File: config.mk
export PLATFORM = sky130hd
export DESIGN_NAME = pirq_bank
export DESIGN_NICKNAME = d
export VERILOG_FILES = /design/src/shared/pirq_pkg.sv /design/src/shared/pirq_reg_if.sv /design/src/logic/pirq_ahb_slave.sv /design/src/logic/pirq_bank.sv /design/src/logic/pirq_req_gate.sv
export SDC_FILE = /design/constraint.sdc
export NUM_CORES = 1
export LEC_CHECK = 0
export BUFFER_PORTS_ARGS = -buffer_cell sky130_fd_sc_hd__buf_2
export CORE_UTILIZATION = 40
export DETAILED_ROUTE_END_ITERATION = 8
export PLACE_DENSITY = 0.84
export SETUP_SLACK_MARGIN = 0.5
export SYNTH_ARGS = -nofsm -noshare
export SYNTH_HDL_FRONTEND = slang
export SYNTH_SLANG_ARGS = --single-unit
File: constraint.sdc
create_clock -name i_clk_sys -period 4.3 [get_ports i_clk_sys]
set_clock_uncertainty 0.05 [all_clocks]
set_input_delay 0.86 -clock i_clk_sys [delete_from_list [all_inputs] [get_ports i_clk_sys]]
set_output_delay 0.86 -clock i_clk_sys [all_outputs]
set_load 0.005 [all_outputs]
File: src/shared/pirq_pkg.sv
// pirq_pkg: register map, field positions, reset values and interrupt layout
// of the peripheral interrupt enable/flag bank.
// assumes a 32-bit ahb-lite register bus, one aligned word per register.
package pirq_pkg;

    // register byte offsets
    localparam logic [11:0] ENABLE_A_OFFS = 12'h000;
    localparam logic [11:0] ENABLE_B_OFFS = 12'h004;
    localparam logic [11:0] FLAGS_A_OFFS  = 12'h008;
    localparam logic [11:0] FLAGS_B_OFFS  = 12'h00C;
    localparam logic [11:0] CORE_CTL_OFFS = 12'h010;
    localparam logic [11:0] IRQ_STAT_OFFS = 12'h014;
    localparam logic [11:0] IRQ_MASK_OFFS = 12'h018;

    // bit positions, pair a
    localparam int TIMER1_GATE_BIT     = 7;
    localparam int CONVERTER1_BIT      = 6;
    localparam int SERIAL_RX_BIT       = 5;
    localparam int SERIAL_TX_BIT       = 4;
    localparam int SYNC_SERIAL_BIT     = 3;
    localparam int TIMER2_MATCH_BIT    = 1;
    localparam int TIMER1_OVERFLOW_BIT = 0;
    // bit positions, pair b
    localparam int CONVERTER2_BIT      = 6;
    localparam int BUS_COLLISION_BIT   = 3;
    // core control positions
    localparam int GLOBAL_EN_BIT       = 7;
    localparam int PERIPH_EN_BIT       = 6;

    // implemented-bit masks
    localparam logic [7:0] IMPL_A_MASK = 8'hFB;
    localparam logic [7:0] IMPL_B_MASK = 8'h48;
    localparam logic [7:0] CORE_MASK   = 8'hC0;

    // reset values
    localparam logic [7:0] BANK_RESET  = 8'h00;
    localparam logic [1:0] IRQ_RESET   = 2'h0;

    // event status bits
    localparam int EV_REQ_RISE  = 0;
    localparam int EV_DEFERRED  = 1;

    // bus constants
    localparam logic [1:0] HTRANS_NONSEQ = 2'h2;
    localparam logic [2:0] HSIZE_WORD    = 3'h2;

endpackage

File: src/shared/pirq_reg_if.sv
// pirq_reg_if: decoded register access strobes between bus slave and bank.
// assumes one clock domain and one writer per strobe.
`timescale 1ns/1ps
interface pirq_reg_if;
    logic        wr_en;   // one-cycle write strobe
    logic [11:0] addr;    // byte offset of access
    logic [7:0]  wdata;   // low byte of write data
    logic [7:0]  rdata;   // low byte of read data

    modport slave_side
    (
        output wr_en,
        output addr,
        output wdata,
        input  rdata
    );
    modport bank_side
    (
        input  wr_en,
        input  addr,
        input  wdata,
        output rdata
    );
endinterface

File: src/logic/pirq_ahb_slave.sv
// pirq_ahb_slave: ahb-lite slave answering with zero wait states.
// assumes single word transfers; responses are always okay.
`timescale 1ns/1ps
module pirq_ahb_slave
(
    input  wire logic        i_clk_sys,   // system clock
    input  wire logic        i_rst,       // sync reset, high
    input  wire logic        i_ce,        // clock enable
    input  wire logic        i_hsel,      // slave select
    input  wire logic [31:0] i_haddr,     // address
    input  wire logic [1:0]  i_htrans,    // transfer type
    input  wire logic        i_hwrite,    // write flag
    input  wire logic [31:0] i_hwdata,    // write data
    input  wire logic        i_hready,    // bus ready
    output logic      [31:0] o_hrdata,    // read data
    pirq_reg_if.slave_side   reg_bus      // to register bank
);

    logic        wr_pend_reg;
    logic [11:0] addr_reg;
    logic        take;

    assign take = i_hsel && i_hready && i_htrans == pirq_pkg::HTRANS_NONSEQ;

    // capture address phase
    always_ff @(posedge i_clk_sys)
    begin
        if (i_rst)
        begin
            wr_pend_reg <= 1'b0;
            addr_reg    <= 12'h000;
        end
        else if (i_ce)
        begin
            wr_pend_reg <= take && i_hwrite;
            if (take)
                addr_reg <= {i_haddr[11:2], 2'b00};
        end
    end

    // data phase write and read return
    assign reg_bus.wr_en = wr_pend_reg && i_ce;
    assign reg_bus.addr  = addr_reg;
    assign reg_bus.wdata = i_hwdata[7:0];
    assign o_hrdata      = {24'h000000, reg_bus.rdata};
endmodule

File: src/logic/pirq_bank.sv
// pirq_bank: peripheral interrupt enable and flag registers, gated request,
// sticky event status with mask for the host interrupt line.
// assumes peripheral event inputs are one-cycle or level pulses, synchronous.
`timescale 1ns/1ps
module pirq_bank
(
    input  wire logic        i_clk_sys,        // system clock
    input  wire logic        i_rst,            // sync reset, high
    input  wire logic        i_ce,             // clock enable
    input  wire logic        i_hsel,           // ahb select
    input  wire logic [31:0] i_haddr,          // ahb address
    input  wire logic [1:0]  i_htrans,         // ahb transfer type
    input  wire logic        i_hwrite,         // ahb write
    input  wire logic [2:0]  i_hsize,          // ahb size
    input  wire logic [31:0] i_hwdata,         // ahb write data
    input  wire logic        i_hready,         // ahb bus ready
    output logic      [31:0] o_hrdata,         // ahb read data
    output logic             o_hreadyout,      // ahb ready out
    output logic             o_hresp,          // ahb response
    input  wire logic        i_timer1_gate,    // timer1 gate event
    input  wire logic        i_converter1,     // converter 1 done
    input  wire logic        i_serial_rx,      // serial receive event
    input  wire logic        i_serial_tx,      // serial transmit event
    input  wire logic        i_sync_serial,    // sync serial event
    input  wire logic        i_timer2_match,   // timer2 period match
    input  wire logic        i_timer1_overflow, // timer1 overflow
    input  wire logic        i_converter2,     // converter 2 done
    input  wire logic        i_bus_collision,  // bus collision event
    output logic             o_periph_pending, // enabled flag pending
    output logic             o_core_request,   // request to sequencer
    output logic             o_irq             // host interrupt line
);

    pirq_reg_if reg_bus ();

    logic [7:0] enable_a_reg;
    logic [7:0] enable_b_reg;
    logic [7:0] flags_a_reg;
    logic [7:0] flags_b_reg;
    logic [7:0] core_ctl_reg;
    logic [1:0] irq_stat_reg;
    logic [1:0] irq_mask_reg;
    logic       pending_reg;
    logic       request_reg;
    logic       irq_reg;
    logic       any_pending;
    logic       redirect;
    logic [7:0] set_a;
    logic [7:0] set_b;
    logic [7:0] flags_a_next;
    logic [7:0] flags_b_next;
    logic [1:0] irq_stat_next;
    logic [7:0] rdata;

    // write strobe for one offset
    function automatic logic hit(input logic [11:0] offs);
        return reg_bus.wr_en && reg_bus.addr == offs;
    endfunction

    // bus slave, zero wait states
    pirq_ahb_slave u_slave
    (
        .i_clk_sys (i_clk_sys),
        .i_rst     (i_rst),
        .i_ce      (i_ce),
        .i_hsel    (i_hsel),
        .i_haddr   (i_haddr),
        .i_htrans  (i_htrans),
        .i_hwrite  (i_hwrite),
        .i_hwdata  (i_hwdata),
        .i_hready  (i_hready),
        .o_hrdata  (o_hrdata),
        .reg_bus   (reg_bus.slave_side)
    );

    // fixed bus answers
    assign o_hreadyout = 1'b1;
    assign o_hresp     = 1'b0;

    // source events placed at their flag positions
    always_comb
    begin
        set_a = 8'h00;
        set_b = 8'h00;
        set_a[pirq_pkg::TIMER1_GATE_BIT]     = i_timer1_gate;
        set_a[pirq_pkg::CONVERTER1_BIT]      = i_converter1;
        set_a[pirq_pkg::SERIAL_RX_BIT]       = i_serial_rx;
        set_a[pirq_pkg::SERIAL_TX_BIT]       = i_serial_tx;
        set_a[pirq_pkg::SYNC_SERIAL_BIT]     = i_sync_serial;
        set_a[pirq_pkg::TIMER2_MATCH_BIT]    = i_timer2_match;
        set_a[pirq_pkg::TIMER1_OVERFLOW_BIT] = i_timer1_overflow;
        set_b[pirq_pkg::CONVERTER2_BIT]      = i_converter2;
        set_b[pirq_pkg::BUS_COLLISION_BIT]   = i_bus_collision;
    end

    // flag next values: write then set, set wins
    always_comb
    begin
        flags_a_next = flags_a_reg;
        flags_b_next = flags_b_reg;
        if (hit(pirq_pkg::FLAGS_A_OFFS))
            flags_a_next = reg_bus.wdata;
        if (hit(pirq_pkg::FLAGS_B_OFFS))
            flags_b_next = reg_bus.wdata;
        flags_a_next = (flags_a_next | set_a) & pirq_pkg::IMPL_A_MASK;
        flags_b_next = (flags_b_next | set_b) & pirq_pkg::IMPL_B_MASK;
    end

    // pending flag registers
    always_ff @(posedge i_clk_sys)
    begin
        if (i_rst)
        begin
            flags_a_reg <= pirq_pkg::BANK_RESET;
            flags_b_reg <= pirq_pkg::BANK_RESET;
        end
        else if (i_ce)
        begin
            flags_a_reg <= flags_a_next;
            flags_b_reg <= flags_b_next;
        end
    end

    // enable registers and core control
    always_ff @(posedge i_clk_sys)
    begin
        if (i_rst)
        begin
            enable_a_reg <= pirq_pkg::BANK_RESET;
            enable_b_reg <= pirq_pkg::BANK_RESET;
            core_ctl_reg <= pirq_pkg::BANK_RESET;
        end
        else if (i_ce)
        begin
            if (hit(pirq_pkg::ENABLE_A_OFFS))
                enable_a_reg <= reg_bus.wdata & pirq_pkg::IMPL_A_MASK;
            if (hit(pirq_pkg::ENABLE_B_OFFS))
                enable_b_reg <= reg_bus.wdata & pirq_pkg::IMPL_B_MASK;
            if (hit(pirq_pkg::CORE_CTL_OFFS))
                core_ctl_reg <= reg_bus.wdata & pirq_pkg::CORE_MASK;
        end
    end

    // request gating
    pirq_req_gate u_gate
    (
        .i_flags_a   (flags_a_reg),
        .i_flags_b   (flags_b_reg),
        .i_enable_a  (enable_a_reg),
        .i_enable_b  (enable_b_reg),
        .i_periph_en (core_ctl_reg[pirq_pkg::PERIPH_EN_BIT]),
        .i_global_en (core_ctl_reg[pirq_pkg::GLOBAL_EN_BIT]),
        .o_any       (any_pending),
        .o_redirect  (redirect)
    );

    // registered request outputs
    always_ff @(posedge i_clk_sys)
    begin
        if (i_rst)
        begin
            pending_reg <= 1'b0;
            request_reg <= 1'b0;
        end
        else if (i_ce)
        begin
            pending_reg <= any_pending;
            request_reg <= redirect;
        end
    end

    // sticky host events: request rise, enabled pending while blocked
    always_comb
    begin
        irq_stat_next = irq_stat_reg;
        if (hit(pirq_pkg::IRQ_STAT_OFFS))
            irq_stat_next = irq_stat_reg & ~reg_bus.wdata[1:0];
        irq_stat_next[pirq_pkg::EV_REQ_RISE] = irq_stat_next[pirq_pkg::EV_REQ_RISE]
                                               | (redirect & ~request_reg);
        irq_stat_next[pirq_pkg::EV_DEFERRED] = irq_stat_next[pirq_pkg::EV_DEFERRED]
                                               | (any_pending & ~redirect);
    end

    // host status, mask and line
    always_ff @(posedge i_clk_sys)
    begin
        if (i_rst)
        begin
            irq_stat_reg <= pirq_pkg::IRQ_RESET;
            irq_mask_reg <= pirq_pkg::IRQ_RESET;
            irq_reg      <= 1'b0;
        end
        else if (i_ce)
        begin
            irq_stat_reg <= irq_stat_next;
            if (hit(pirq_pkg::IRQ_MASK_OFFS))
                irq_mask_reg <= reg_bus.wdata[1:0];
            irq_reg <= |(irq_stat_next & irq_mask_reg);
        end
    end

    // read mux, unmapped reads zero
    always_comb
    begin
        unique case (reg_bus.addr)
            pirq_pkg::ENABLE_A_OFFS: rdata = enable_a_reg;
            pirq_pkg::ENABLE_B_OFFS: rdata = enable_b_reg;
            pirq_pkg::FLAGS_A_OFFS:  rdata = flags_a_reg;
            pirq_pkg::FLAGS_B_OFFS:  rdata = flags_b_reg;
            pirq_pkg::CORE_CTL_OFFS: rdata = core_ctl_reg;
            pirq_pkg::IRQ_STAT_OFFS: rdata = {6'h00, irq_stat_reg};
            pirq_pkg::IRQ_MASK_OFFS: rdata = {6'h00, irq_mask_reg};
            default:                 rdata = 8'h00;
        endcase
    end
    assign reg_bus.rdata = rdata;

    assign o_periph_pending = pending_reg;
    assign o_core_request   = request_reg;
    assign o_irq            = irq_reg;
endmodule

File: src/logic/pirq_req_gate.sv
// pirq_req_gate: combines flags, enables and core enables into requests.
// assumes flag and enable words already masked to implemented bits.
`timescale 1ns/1ps
module pirq_req_gate
(
    input  wire logic [7:0] i_flags_a,    // pending flags a
    input  wire logic [7:0] i_flags_b,    // pending flags b
    input  wire logic [7:0] i_enable_a,   // enables a
    input  wire logic [7:0] i_enable_b,   // enables b
    input  wire logic       i_periph_en,  // peripheral group enable
    input  wire logic       i_global_en,  // global enable
    output logic            o_any,        // any enabled flag pending
    output logic            o_redirect    // request reaching the core
);
    assign o_any      = |(i_flags_a & i_enable_a) || |(i_flags_b & i_enable_b);
    assign o_redirect = o_any && i_periph_en && i_global_en;
endmodule

* Word level (Yosys, flattened, before mapping)
Index checks and enable logic that the tools add are counted.
** Storage, ports and cells
- Register bits :: 38
- Input port bits :: 84
- Output and inout port bits :: 37
- Word-level logic and storage cells :: 59
** Cells by class
- Equality and inequality tests :: 7
- Mux-type cells :: 4
- Bitwise operators :: 13
- Reduce and logical (&&, ||, !) cells :: 23
** Operators by type and width (number)
- $pmux 8 s7 :: 1
- $eq 10x3->1 const B :: 3
- $eq 10x2->1 const B :: 2
- $reduce_or 8->1 :: 2
- $logic_and 1x1->1 :: 13
- $logic_not 12->1 :: 1
- $eq 10x1->1 const B :: 1
- $reduce_and 2->1 :: 5
- $and 8x8->8 :: 1
- $mux 8 :: 1
- $or 8x8->8 :: 1
- $and 7x7->7 :: 1
- $mux 7 :: 1
- $or 7x7->7 :: 1
- $and 2x2->2 :: 2
- $and 1x1->1 :: 2
- $eq 2x2->1 const B :: 1
- $mux 2 :: 1
- $not 1->1 :: 2
- $not 2->2 :: 1
- $or 1x1->1 :: 2
- $reduce_or 2->1 :: 1
- $logic_or 1x1->1 :: 1

* Depth between registers and ports, before layout
- Depth after elaboration :: 10
- Gate-level depth with buffers :: 7

* Modules after synthesis
A second synthesis with hierarchy kept.
** Unflattened totals
- Cell total of the unflattened synthesis :: 276
- Area, all modules :: 2377.3 um2
** By module, submodules not included
- pirq_bank :: instances 1, cells each 172, area an instance 1490.2 um2, sequential area each 540.5 um2
- pirq_ahb_slave :: instances 1, cells each 94, area an instance 779.5 um2, sequential area each 220.2 um2
- pirq_req_gate :: instances 1, cells each 10, area an instance 107.6 um2, sequential area each 0.0 um2

* Worst setup path before layout
OpenSTA, ideal clock, no wires.
- Path kind :: register to output
- From :: reg u_slave.addr_reg[8], in the netlist u_slave.reg_bus.addr[8]
- To :: out o_hrdata[4]
- Arrival time :: 1635 ps
- Data required time :: 3390 ps
- Path slack :: 1755 ps
- Cell stages (with the launch flop) :: 6
- Path buffers :: 2
- Cells stage by stage :: dfxtp_1 or4_4 buf_6 nor4_4 buf_2 a22o_2
** Between the ends
- Cells in the longest elaborated chain, start to end :: 2
- Elaborated cells on any way between the ends :: 8
- Those cells by class :: eq/ne: 6; mux: 1; reduce/logical: 1
** RTL lines
- from (decl) :: RTL line pirq_ahb_slave.sv:20 : logic [11:0] addr_reg;
- from (signal assigned) :: RTL line pirq_ahb_slave.sv:37 : addr_reg <= {i_haddr[11:2], 2'b00};
- $eq 10x3->1 (tied with other cells) :: RTL line pirq_bank.sv:205 : unique case (reg_bus.addr)
- $pmux 8 s7 (*) :: RTL line pirq_bank.sv:205
- to (decl) :: RTL line pirq_bank.sv:17 : output logic [31:0] o_hrdata,
Mark *: on every way between the ends. The rest lies on a longest branch, timed or not.

* Worst setup path after layout
- From :: reg u_slave.addr_reg[5], in the netlist u_slave.reg_bus.addr[5]
- To :: out o_hrdata[3]
The elaborated chain is that of the path after synthesis.

==> impl_results.md <==
* Crit-path cells: or4_1 > nor4_4 > a22oi_1 > nand2_1 > buf_2
* NetSw at 164.4 uW
* Drt total wl at 4286 um
* Drt pass-1 iters at 4
* Critical path's largest stage delay at 0.66 ns
* Post-CTS Setup Bufs at 0
* GRT Overall Usage at 17.59%
* Cell taking the most area after synthesis: dfxtp_1
* Most used DFF post-synth: dfxtp_1
* H-tree depth at 2
* Post-synth ARST share at 0%
* Status: complete, no violations
* Largest net degree at the start of global routing at 35
* DR DRC count at 0
* Die area at 5176 um2
* Bufs and invs on worst path at 1
* Worst Tran Pin Value at 0.7353 ns
* Num Clock Sinks at 38
* CTS Root Cell: clkbuf_8
* Mean area per synthesized cell at 8.086 um2
* P per Cell Area at 311.8 nW/um2
* Share of cells above drive strength 1 at 21.30%
* Area grow syn2layout at 10.87%
* Seq/Total Area, Yosys at 38.87%
* Fin util at 45.93%
* Share of the synthesized area in the top cell type at 38.87%
* VDD IR-drop max at 221.8 uV
* PostCTS Resize Cnt at 0
* Die Ht at 71.95 um
* # port buffers at 43
* Cells after Synth at 242
* I/O pin count at 121
* Fin nets at 360
* Iter 0 DRT Violations at 136
* Routability cong. at 0.8147
* Vias in the first global route at 1557
* Initial antenna violation count at 0
* Crit path DAT at 2.30 ns
* Top cells by area, synth: dfxtp_1, buf_4, nand2_1
* Switching share of power at 24.29%
* Final ANT Viol Nets at 0
* Worst Hold Class: reg2reg
* Max Slew Vio Count at 0
* Setup TNS at 0 ns
* TritonCTS buffer count at 5
* Unrepaired setup endpoints after global routing: false
* Initial Utilization at 41.43%
* Post-DP HPWL at 3127 um
* Post-synth top cells: nand2_1, dfxtp_1, a21oi_1
* Total number of vias at 1731
* Global-route wire length before repair at 7010 um
* Drt wl/cell at 12.46 um
* Number of max-cap violations at 0
* Hold Violations, Final at 0
* Tmin final at 3.208 ns
* Synth Cell Area at 1957 um2
* Hold buffers post-CTS at 0
* Crit path required time at 3.39 ns
* WS Path Type: reg2out
* Setup crit end kind: primary output
* Clock-pin slew on the worst setup and hold paths at 0.07 ns
* Clk Latency, worst-skew pair at 0.29 ns
* Clock Power Share at 36.9%
* Fin crit share at 74.60%
* Sequential fraction of design power at 54.6%
* Max reg flops at 10
* Top-count cell post-synth: nand2_1
* Post-synth EDFFs at 0
* Int Power at 512.2 uW
* Grt ovf at 0
* P_leak at 0.9275 nW
* Vias per inst at 5.032
* CTS tree: built
* Core ar. at 4723 um2
* Yosys cell types at 37
* F_max at 311.8 MHz
* Worst Path Max Fanout at 15
* Yosys warns at 0
* Worst relative slew slack at 50.61%
* Ant. Diodes at 0
* Synth Register Bits at 38
* Delay-heaviest family, CP: simple AND/OR/NAND/NOR gates
* Crit start category: register
* Clk buf depth at 2
* Final Setup Violations at 0
* Slowest CP cell: or4_1
* Logic gate share of total power at 8.5%
* Die X at 71.95 um
* FP Rows at 25
==> kinds of logic after synthesis <==
kind of cell | Yosys count | share of synthesized area, %
and+or+nand+nor | 89 | 22.38
AOI/OAI and AO/OA | 54 | 17.39
buffers and inverters | 48 | 15.22
DFF | 38 | 38.87
muxes | 11 | 5.755
other | 2 | 0.3838
==> layout make-up <==
class / count / area (um2)
tap: 67 / 83.83
timing repair buffer: 43 / 215.2
multi-input combinational: 181 / 992.2
sequential: 38 / 760.7
inverter: 7 / 26.28
fill: 462 / 2554
clock buffer: 7 / 86.33
clock inverter: 1 / 5.005
==> stage by stage <==
step	instance area (um2)	setup WS, ns	instances	power (mW)	hold WS (ns)
3_3_place_gp	2078	1.407	336	0.4326	0.3954
4_1_cts	2170	1.094	344	0.6821	0.4090
5_1_grt	2170	0.9115	344	0.7058	0.4233
6_report	2170	1.092	344	0.6766	0.4092
3_5_place_dp	2078	1.421	336	0.4345	0.3989
2_1_floorplan	2051	1.755	267	0.4278	0.3856
==> final timing paths <==
path / cells past startpoint / startpoint / slack (ns) / endpoint
hold / removal: 2 / u_slave.reg_bus.addr[10]$_SDFFE_PP0P_ / 0.41 / u_slave.reg_bus.addr[10]$_SDFFE_PP0P_
setup / recovery: 5 / u_slave.reg_bus.addr[5]$_SDFFE_PP0P_ / 1.09 / o_hrdata[3]
hold reg to reg: 2 / u_slave.reg_bus.addr[10]$_SDFFE_PP0P_ / 0.41 / u_slave.reg_bus.addr[10]$_SDFFE_PP0P_
setup reg to reg: 5 / u_slave.reg_bus.addr[5]$_SDFFE_PP0P_ / 1.93 / enable_a_reg[3]$_SDFFE_PP0P_
==> worst min-delay path, delay by kind of cell, from the launching register on <==
family          cells  cell delay (ns)
simple gates        1             0.05
flops               1             0.31
compound gates      1             0.05
==> power by group through the flow <==
stage	logic (mW)	clock network, mW	registers [mW]
final	0.0578	0.249	0.369
after global placement	0.0559	0	0.377
after CTS	0.0576	0.256	0.369
after detailed placement	0.0574	0	0.377
after global routing	0.0656	0.270	0.370
after floorplan	0.0536	0	0.374
==> cells in the final DEF, fill, tap and decap left out, drive strengths merged, types with 4 or more instances in the layout <==
master	instances
nand3	9
a222oi	5
conb	27
mux2i	9
nor2	11
buf	43
a21oi	29
inv	7
dfxtp	38
o21ai	6
nand2	47
clkbuf	7
nor3	4
==> layer usage <==
metal  vias up  share of wire [%]  track usage [%]
met5         -                  0                0
met4         0                2.0            8.061
li1        850                  -                -
met3        10                7.3            5.833
met1       801                 42            20.89
met2        70                 48            28.93
(Power assumes the default switching activity.)
